===== config.mk =====
export PLATFORM = sky130hd
export DESIGN_NAME = sss_scan_driver
export DESIGN_NICKNAME = d
export VERILOG_FILES = /design/src/sss_pkg.sv /design/src/sss_scan_driver.sv /design/src/sss_step_counter.sv /design/src/sss_digit_pick.sv
export SDC_FILE = /design/constraint.sdc
export NUM_CORES = 1
export LEC_CHECK = 0
export ABC_AREA = 1
export BUFFER_PORTS_ARGS = -buffer_cell sky130_fd_sc_hd__buf_2
export CAP_MARGIN = 30
export CORE_ASPECT_RATIO = 0.8
export CORE_MARGIN = 2
export CORE_UTILIZATION = 52
export CTS_BUF_LIST = sky130_fd_sc_hd__clkbuf_16
export DETAILED_ROUTE_END_ITERATION = 6
export PLACE_DENSITY = 0.84
export SLEW_MARGIN = 20
export SYNTH_ARGS = -nofsm -noshare
export SYNTH_HDL_FRONTEND = slang
export SYNTH_SLANG_ARGS = --single-unit

===== constraint.sdc =====
create_clock -name core_clk -period 3.8 [get_ports core_clk]
set_clock_uncertainty 0.2 [all_clocks]
set_input_delay 0.57 -clock core_clk [delete_from_list [all_inputs] [get_ports core_clk]]
set_output_delay 0.57 -clock core_clk [all_outputs]
set_load 0.02 [all_outputs]

===== src/sss_pkg.sv =====
// Purpose: shared constants for the seven segment scan driver
// Assumes: one clock, scan cycles arrive as a one-cycle enable
// Notes:   all positions and counts of the output word live here

package sss_pkg;

  // ---------------------------------------------------------------
  // widths
  // ---------------------------------------------------------------
  localparam int unsigned OUT_W  = 16;
  localparam int unsigned WORD_W = 16;
  localparam int unsigned NIB_W  = 4;
  localparam int unsigned STEP_W = 4;
  localparam int unsigned DIG_W  = 2;
  localparam int unsigned SV_W   = 4;
  localparam int unsigned FLD_W  = 13;

  // ---------------------------------------------------------------
  // round timing
  // ---------------------------------------------------------------
  localparam logic [STEP_W-1:0] STEP_FIRST   = 4'h0;
  localparam logic [STEP_W-1:0] STEP_LAST    = 4'hb;
  localparam logic [STEP_W-1:0] STEP_ONE     = 4'h1;
  localparam logic [STEP_W-1:0] STEPS_PER_DG = 4'h3;
  localparam logic [STEP_W-1:0] LATCH_PHASE  = 4'h1;

  // ---------------------------------------------------------------
  // setting value decode
  // ---------------------------------------------------------------
  localparam logic [SV_W-1:0] SV_MAX         = 4'h7;
  localparam int unsigned     SV_LATCH_INV_B = 0;
  localparam int unsigned     SV_DATA_INV_B  = 1;
  localparam int unsigned     SV_8DIG_B      = 2;

  // ---------------------------------------------------------------
  // output word layout
  // ---------------------------------------------------------------
  localparam int unsigned DATA_LO_POS  = 0;
  localparam int unsigned DATA_HI_POS  = 4;
  localparam int unsigned LATCH4_POS   = 4;
  localparam int unsigned LATCH8_POS   = 8;
  localparam int unsigned ROUND4_POS   = 8;
  localparam int unsigned ROUND8_POS   = 12;
  localparam logic [OUT_W-1:0] MASK4   = 16'h01ff;
  localparam logic [OUT_W-1:0] MASK8   = 16'h1fff;
  localparam logic [OUT_W-1:0] MASK_NONE = 16'h0000;
  localparam logic [FLD_W-1:0] FLD_RST = 13'h0000;

  // ---------------------------------------------------------------
  // step decode helpers
  // ---------------------------------------------------------------
  function automatic logic [DIG_W-1:0] step_digit(
    input logic [STEP_W-1:0] step
  );
    logic [STEP_W-1:0] q;
    q = step / STEPS_PER_DG;
    return q[DIG_W-1:0];
  endfunction

  function automatic logic step_latching(input logic [STEP_W-1:0] step);
    return (step % STEPS_PER_DG) == LATCH_PHASE;
  endfunction

endpackage


===== src/sss_scan_driver.sv =====
// Purpose: scan a 4 or 8 digit BCD value onto a multiplexed display
// Assumes: scan_tick marks one controller scan cycle, same clock
// Notes:   bits the scan does not own follow gpo_word
//
// What this block does
// - execution condition low: no scan activity, lines left alone
// - execution condition high: read digits, drive display data
// - codes 0-3 use first word only, 4-7 use two words
// - low two bits invert latch lines, data lines, or both
// - 8-digit: upper four digits from second word
// - one round takes twelve scan cycles then restarts
// - scanning starts on the first scan after program start
// - scan owns 9 output bits for 4 digits, 13 for 8
// - 4-digit: data on bits 0-3, latches on bits 4-7
// - round complete bit at 8 or 12 after a full round
// - unused output bits stay general purpose outputs
// - 8-digit: data bits 0-3 and 4-7, latches bits 8-11
// - error on split memory areas in 8-digit mode or bad operand settings
// - executing flag high while the block is active

`timescale 1ns/1ps

module sss_scan_driver
  import sss_pkg::*;
(
  input  wire logic              core_clk,
  input  wire logic              rst_b,
  input  wire logic              scan_tick,
  input  wire logic              prog_start,
  input  wire logic              exec_cond,
  input  wire logic [SV_W-1:0]   setting_value,
  input  wire logic              same_area,
  input  wire logic [WORD_W-1:0] src_word_lo,
  input  wire logic [WORD_W-1:0] src_word_hi,
  input  wire logic [OUT_W-1:0]  gpo_word,
  output logic [OUT_W-1:0]       segment_scan_output,
  output logic                   executing_flag,
  output logic                   error_flag
);

  // ---------------------------------------------------------------
  // configuration decode
  // ---------------------------------------------------------------
  logic              mode_8dig;
  logic              latch_inv;
  logic              data_inv;
  logic              cfg_err;
  logic              advance;

  assign mode_8dig = setting_value[SV_8DIG_B];
  assign latch_inv = setting_value[SV_LATCH_INV_B];
  assign data_inv  = setting_value[SV_DATA_INV_B];
  assign cfg_err   = (setting_value > SV_MAX)
                   || (mode_8dig && !same_area);
  assign advance   = scan_tick && exec_cond && !cfg_err;

  // ---------------------------------------------------------------
  // step counter and digit selection
  // ---------------------------------------------------------------
  logic [STEP_W-1:0] step_cur;
  logic              wrap;
  logic [DIG_W-1:0]  digit_sel;
  logic              latching;
  logic [NIB_W-1:0]  nib_lo;
  logic [NIB_W-1:0]  nib_hi;

  sss_step_counter u_step (
    .core_clk (core_clk),
    .rst_b    (rst_b),
    .restart  (prog_start),
    .advance  (advance),
    .step_cur (step_cur),
    .wrap     (wrap)
  );

  assign digit_sel = step_digit(step_cur);
  assign latching  = step_latching(step_cur);

  sss_digit_pick u_pick_lo (
    .word   (src_word_lo),
    .digit  (digit_sel),
    .nibble (nib_lo)
  );

  sss_digit_pick u_pick_hi (
    .word   (src_word_hi),
    .digit  (digit_sel),
    .nibble (nib_hi)
  );

  // ---------------------------------------------------------------
  // round complete flag
  // ---------------------------------------------------------------
  logic round_reg;
  logic round_next;

  // set on wrap wins over the restart clear
  assign round_next = wrap || (round_reg && !prog_start);

  always_ff @(posedge core_clk or negedge rst_b) begin
    if (!rst_b) begin
      round_reg <= 1'b0;
    end else if (advance || prog_start) begin
      round_reg <= round_next;
    end
  end

  // ---------------------------------------------------------------
  // scan field build
  // ---------------------------------------------------------------
  logic [NIB_W-1:0]  latch_native;
  logic [NIB_W-1:0]  latch_drv;
  logic [NIB_W-1:0]  data_lo_drv;
  logic [NIB_W-1:0]  data_hi_drv;
  logic [FLD_W-1:0]  field_next;
  logic [FLD_W-1:0]  scan_field_reg;
  logic [OUT_W-1:0]  mask_next;
  logic [OUT_W-1:0]  mask_reg;

  always_comb begin
    latch_native = '0;
    if (latching) begin
      latch_native[digit_sel] = 1'b1;
    end
  end

  assign latch_drv   = latch_native ^ {NIB_W{latch_inv}};
  assign data_lo_drv = nib_lo ^ {NIB_W{data_inv}};
  assign data_hi_drv = nib_hi ^ {NIB_W{data_inv}};

  always_comb begin
    field_next = FLD_RST;
    if (mode_8dig) begin
      field_next[DATA_LO_POS +: NIB_W] = data_lo_drv;
      field_next[DATA_HI_POS +: NIB_W] = data_hi_drv;
      field_next[LATCH8_POS +: NIB_W]  = latch_drv;
      field_next[ROUND8_POS]           = round_next;
    end else begin
      field_next[DATA_LO_POS +: NIB_W] = data_lo_drv;
      field_next[LATCH4_POS +: NIB_W]  = latch_drv;
      field_next[ROUND4_POS]           = round_next;
    end
  end

  assign mask_next = advance ? (mode_8dig ? MASK8 : MASK4)
                             : mask_reg;

  always_ff @(posedge core_clk or negedge rst_b) begin
    if (!rst_b) begin
      scan_field_reg <= FLD_RST;
    end else if (advance) begin
      scan_field_reg <= field_next;
    end
  end

  always_ff @(posedge core_clk or negedge rst_b) begin
    if (!rst_b) begin
      mask_reg <= MASK_NONE;
    end else begin
      mask_reg <= mask_next;
    end
  end

  // ---------------------------------------------------------------
  // output word merge
  // ---------------------------------------------------------------
  logic [OUT_W-1:0] field_ext;

  assign field_ext = {{(OUT_W-FLD_W){1'b0}},
                      (advance ? field_next : scan_field_reg)};

  always_ff @(posedge core_clk or negedge rst_b) begin
    if (!rst_b) begin
      segment_scan_output <= '0;
    end else begin
      segment_scan_output <= (field_ext & mask_next)
                           | (gpo_word & ~mask_next);
    end
  end

  // ---------------------------------------------------------------
  // status flags
  // ---------------------------------------------------------------
  always_ff @(posedge core_clk or negedge rst_b) begin
    if (!rst_b) begin
      executing_flag <= 1'b0;
    end else begin
      executing_flag <= exec_cond && !cfg_err;
    end
  end

  always_ff @(posedge core_clk or negedge rst_b) begin
    if (!rst_b) begin
      error_flag <= 1'b0;
    end else begin
      error_flag <= exec_cond && cfg_err;
    end
  end
endmodule


===== src/sss_step_counter.sv =====
// Purpose: modulo twelve step counter for one display round
// Assumes: advance is a one-cycle enable, restart a one-cycle pulse
// Notes:   restart forces step zero and may coincide with advance

`timescale 1ns/1ps

module sss_step_counter
  import sss_pkg::*;
(
  input  wire logic              core_clk,
  input  wire logic              rst_b,
  input  wire logic              restart,
  input  wire logic              advance,
  output logic [STEP_W-1:0]      step_cur,
  output logic                   wrap
);

  logic [STEP_W-1:0] step_reg;

  // ---------------------------------------------------------------
  // current step and wrap
  // ---------------------------------------------------------------
  assign step_cur = restart ? STEP_FIRST : step_reg;
  assign wrap     = advance && (step_cur == STEP_LAST);

  always_ff @(posedge core_clk or negedge rst_b) begin
    if (!rst_b) begin
      step_reg <= STEP_FIRST;
    end else if (advance) begin
      step_reg <= wrap ? STEP_FIRST : step_cur + STEP_ONE;
    end else begin
      step_reg <= step_cur;
    end
  end

endmodule


===== src/sss_digit_pick.sv =====
// Purpose: pick one BCD digit out of a source word
// Assumes: digit 0 is the least significant nibble
// Notes:   purely combinational

`timescale 1ns/1ps

module sss_digit_pick
  import sss_pkg::*;
(
  input  wire logic [WORD_W-1:0] word,
  input  wire logic [DIG_W-1:0]  digit,
  output logic [NIB_W-1:0]       nibble
);

  // ---------------------------------------------------------------
  // nibble select
  // ---------------------------------------------------------------
  always_comb begin
    nibble = word[NIB_W*digit +: NIB_W];
  end

endmodule


# Yosys cells after proc, flatten, opt, wreduce, memory -nomap -nowiden
# Cells that the tools add are included.
# classes
addsub,1
multipliers,0
n_div,2
order_cmp,3
eq_ne,2
n_shift,2
muxes,11
bitwise,7
n_reduce_logical,14
# op_table
op,n
16-bit by 5-bit variable part select with 4-bit output,2
13-bit two-way mux,2
4-bit two-way mux,5
13-bit by 16-bit AND with 16-bit output,1
16-bit AND,1
16-bit two-way mux,1
16-bit inverter,1
16-bit OR,1
4-bit XOR,3
9-bit two-way mux,1
1-bit logical AND,8
4-bit by 1-bit adder with 4-bit output (second input constant),1
4-bit by 2-bit divider with 4-bit output (second input constant),1
4-bit by 1-bit equality test with 1-bit output (second input constant),1
4-bit equality test (second input constant),1
4-bit by 3-bit > comparator with 1-bit output (second input constant),1
4-bit by 2-bit remainder unit with 4-bit output (second input constant),1
1-bit logical NOT,3
1-bit logical OR,3
2-bit by 3-bit < comparator with 1-bit output (second input constant),1
1-bit demux with 2-bit select,1
2-bit by 1-bit >= comparator with 1-bit output (second input constant),1
1-bit two-way mux,1
# word_totals
register_bits,52
latchBits,0
ramBits,0
mem_bits_ro,0
input_bits,58
output_inout_bits,18
n_memories,0

# Longest topological paths before layout
# logic_depth
ltp_word,12
mapped_depth,25
mapped_depth_nobuf,25

# By module
# From an unflattened synthesis, not the netlist that was laid out.
# hier_totals
hier_cells,363
area_unflattened_um2,2865.2
# modules_own_cells
mod,n_inst,cells_each,area_each_um2
sss_scan_driver,1,237,2228.4
sss_digit_pick,2,47,196.4
sss_step_counter,1,32,244.0

# Least setup slack after synthesis
# OpenSTA, ideal clock, no wires.
# synth_timing
path_type,in2reg
from,input prog_start
to,register scan_field_reg[0]
setup_time_ps,119
arrival_ps,2986
required_time_ps,3481
setup_slack_ps,495
stages,22
n_path_buf,1
path_cell_list,inv_2 -> nand2_1 -> inv_1 -> ha_1 -> inv_1 -> nand2_1 -> nand2_1 -> ha_1 -> nand2_2 -> nand2_1 -> nand2_1 -> ha_1 -> inv_1 -> nand3_2 -> buf_6 -> nand2_4 -> nor2_1 -> a21oi_1 -> nand3_1 -> nand2_1 -> nand3_1 -> and2_1
# synth_via
elab_chain_cells,6
# synth_rtl
element,line_no,text
"start, declared",sss_scan_driver.sv:29,"input wire logic prog_start,"
4-bit two-way mux,sss_step_counter.sv:23,assign step_cur = restart ? STEP_FIRST : step_reg;
4-bit by 2-bit divider with 4-bit output,sss_pkg.sv:56,q = step / STEPS_PER_DG;
16-bit by 5-bit variable part select with 4-bit output,sss_digit_pick.sv:19,nibble = word[NIB_W*digit +: NIB_W];
4-bit XOR,sss_scan_driver.sv:128,assign data_lo_drv = nib_lo ^ {NIB_W{data_inv}};
9-bit two-way mux,sss_scan_driver.sv:133,if (mode_8dig) begin
13-bit two-way mux,-,
named net field_ext[0],sss_scan_driver.sv:167,logic [OUT_W-1:0] field_ext;
"end signal, assigned",sss_scan_driver.sv:152,scan_field_reg <= field_next;
"end, declared",sss_scan_driver.sv:116,logic [FLD_W-1:0] scan_field_reg;
# The timed path passes the listed nets, and every way through them passes these cells.
# A chain may end at the register's enable or synchronous reset.

# Worst setup path in the final report
# layout_timing
from,input prog_start
to,register scan_field_reg[1]
# Same word-level chain as after synthesis.

==> results_dict.tcl <==
set metrics [dict create \
    outcome "complete, no violations" \
    place_area_sq_um 3260 \
    syn-instance-count 362 \
    pin_count_of_the_biggest_net_entering_global_routing 40 \
    clock_insertion_delay_worst_skew_ps 290 \
    area_growth_pct 21.5 \
    synthArstFlopShare_pct 100 \
    number_of_buffers_created_by_cts 5 \
    syn-mean-instance-area_sq_um 7.77 \
    synthDominantCellAreaShare_pct 46.3 \
    rsz0062_at_grt "no" \
    yosysMostFrequentCell "nand2_1" \
    grtUsageTotal_pct 21.5 \
    vias_in_the_first_global_route 2508 \
    cts_max_path_buffers 2 \
    drt_drc_violations_left 0 \
    max-slew-margin-rel_pct 42.8 \
    cpMostUsedCell "nand2_1" \
    std_cell_rows 23 \
    number_of_sinks_handled_by_clock_tree_synthesis 52 \
    die-width_microns 86.2 \
    critPathMaxFanout 8 \
    netlist.top_cell.by_area "dfrtp_1" \
    grt_pass1_wl_microns 10400 \
    seqCellArea_sq_um 1300 \
    antenna_cells_inserted 0 \
    die-height_microns 69.8 \
    count_of_final_setup_violators 0 \
    synth_top_cells_by_count "nand2_1 (122), dfrtp_1 (52), nand3_1 (48), inv_1 (42), nor2_1 (15)" \
    cts.reportedPaths.clkPinSlew_ps 70 \
    max-cap-violations 0 \
    timing.reg2reg.setup_slack_ps 390 \
    tritoncts "built" \
    timing.setup.tns_ps 0 \
    gr-total-overflow 0 \
    slew_at_the_pin_closest_to_its_max_slew_limit_ps 857 \
    synth_seq_cells 52 \
    layout_worst_path_cycle_share_pct 90.1 \
    port_buffers 75 \
    worst_path_max_delay_cell "ha_1" \
    hold_viol 0 \
    synth_flop_cell "dfrtp_1" \
    final_layout_size_suffix_gt1_share_pct 27.1 \
    layoutNonFillerInstCount 505 \
    placedCellCount 497 \
    final_net_count 507 \
    detailroute.via_count 2623 \
    fillerInstances 445 \
    power.density_nw_per_um2 389 \
    crit_path_end_kind "flip-flop" \
    post_cts.repair.setup_buffers 0 \
    power.leakage_nw 2.01 \
    path_class_of_the_lowest_slack_min_delay_path "input port to async pin" \
    synth_fp_nets 427 \
    die_area_sq_um 6010 \
    totalWireLength_microns 6260 \
    vdd_ir_drop_max_mv 0.302 \
    first_pass_iters 5 \
    multi_input_comb_area_sq_um 1300 \
    min_period_ps 3420 \
    post_synth_main_area_contributors "dfrtp_1 (46%), nand2_1 (16%), nand3_1 (8.5%)" \
    place.detailed.hpwl_microns 4660 \
    crit_chain "buf_2, inv_2, nand2_1, inv_1, ha_1, inv_1, nand2_1, nand2_1, ha_1, nand2_2, nand2_1, nand2_1, ha_1, inv_1, nand3_2, buf_4, nand2_4, nor2_1, a21oi_1, nand3_1, nand2_1, nand3_1, and2_1" \
    drt.antenna.violating_nets 0 \
    route.detailed.vias_per_inst 5.19 \
    synth-seq-area-share_pct 46.3 \
    timing.critical_path.arrival_ps 3410 \
    gp_routability_congestion 0.945 \
    cp_num_buf_inv 6 \
    yosysUniqueCellTypes 30 \
    maximum_clock_frequency_mhz 292 \
    critical_path_required_ps 3780 \
    pin_count 76 \
    cts-root-buf "clkbuf_16" \
    cts-htree-levels 2 \
    floorplan.core_area_sq_um 5120 \
    crit_path_start_kind "input port" \
    yosys_warnings 0 \
    worstSetupPathType "input port to flip-flop" \
    initial_core_utilization_pct 54.9 \
    timing.final.max_slew_violations 0 \
    detail_route.wl_per_cell_microns 12.4 \
    post_route_cell_area_sq_um 3420 \
    dr.first_iter.drc_count 174 \
    timing.critical_path.slowest_cell_delay_ps 310 \
    synth-edff-count 0 \
    syn_area_sq_um 2810 \
    ctsResizeCount 0 \
    timing.critical_path.max_delay_family "simple AND/OR/NAND/NOR gates" \
    cts_hold_buf 0 \
    antenna_found_initial 0 \
]
placed cells by master (no fill, tap or decap), types with 6 or more instances in the layout:
master / Yosys / routed
a21oi_1: 8 / 8
or2_2: 6 / 6
nand4_1: 14 / 14
ha_1: 7 / 7
nor2_1: 15 / 15
and2_1: 6 / 6
inv_1: 42 / 42
nand2_1: 122 / 122
buf_2: 1 / 75
nand3_1: 48 / 48
dfrtp_1: 52 / 52
where the power goes:
part | internal, mW | switching [mW] | leakage (nW)
clock network | 0.250 | 0.204 | 0.0719
registers | 0.616 | 0.0156 | 0.610
logic | 0.0953 | 0.146 | 1.32
final timing paths:
path / startpoint / endpoint / depth (start not counted)
min: rst_b / mask_reg[1]$_DFF_PN0_ / 1
max in group asynchronous: rst_b / u_step.step_reg[1]$_DFF_PN0_ / 2
max reg2reg: u_step.step_reg[2]$_DFF_PN0_ / scan_field_reg[1]$_DFF_PN0_ / 21
min in group core_clk: mask_reg[14]$_DFF_PN0_ / mask_reg[14]$_DFF_PN0_ / 2
max: prog_start / scan_field_reg[1]$_DFF_PN0_ / 23
min reg2reg: mask_reg[14]$_DFF_PN0_ / mask_reg[14]$_DFF_PN0_ / 2
kinds of logic (layout without fill, tap and decap cells):
kind of cell / Yosys count / count (layout) / synth area share [%]
adder cells (fa/ha/maj): 7 / 7 / 3.12
flip-flops: 52 / 52 / 46.3
buffers and inverters: 53 / 134 / 7.39
XOR/XNOR: 1 / 1 / 0.312
multiplexers: 1 / 1 / 0.401
AO/OA/AOI/OAI: 18 / 18 / 3.74
AND/OR/NAND/NOR: 230 / 230 / 38.8
layer usage:
metal | vias up | GRT usage [%] | part of all wire, %
li1 | 1317 | - | -
met1 | 1186 | 27.0 | 42
met2 | 104 | 37.6 | 48
met3 | 16 | 4.40 | 7.9
met4 | 0 | 5.73 | 1.8
met5 | - | 0 | 0
stage by stage:
step                setup slack [ps]  power [mW]  util [%]  hold WS [ps]
floorplan                        495       0.787         -          74.4
global placement                 226       0.876      63.7           247
detailed placement               127       0.883      63.7           249
CTS                              397        1.34      66.7           213
global route                    32.3        1.39      66.7           251
finish                           376        1.33      66.7           187
cell type report:
class | count | share of cell area [%]
timing repair buffer | 79 | 11.9
clock inverter | 3 | 0.806
inverter | 47 | 5.16
multi-input combinational | 257 | 38.1
tap | 62 | 2.27
sequential | 52 | 38.1
clock buffer | 5 | 3.66
No activity file was read; power rests on OpenSTA's default activity.
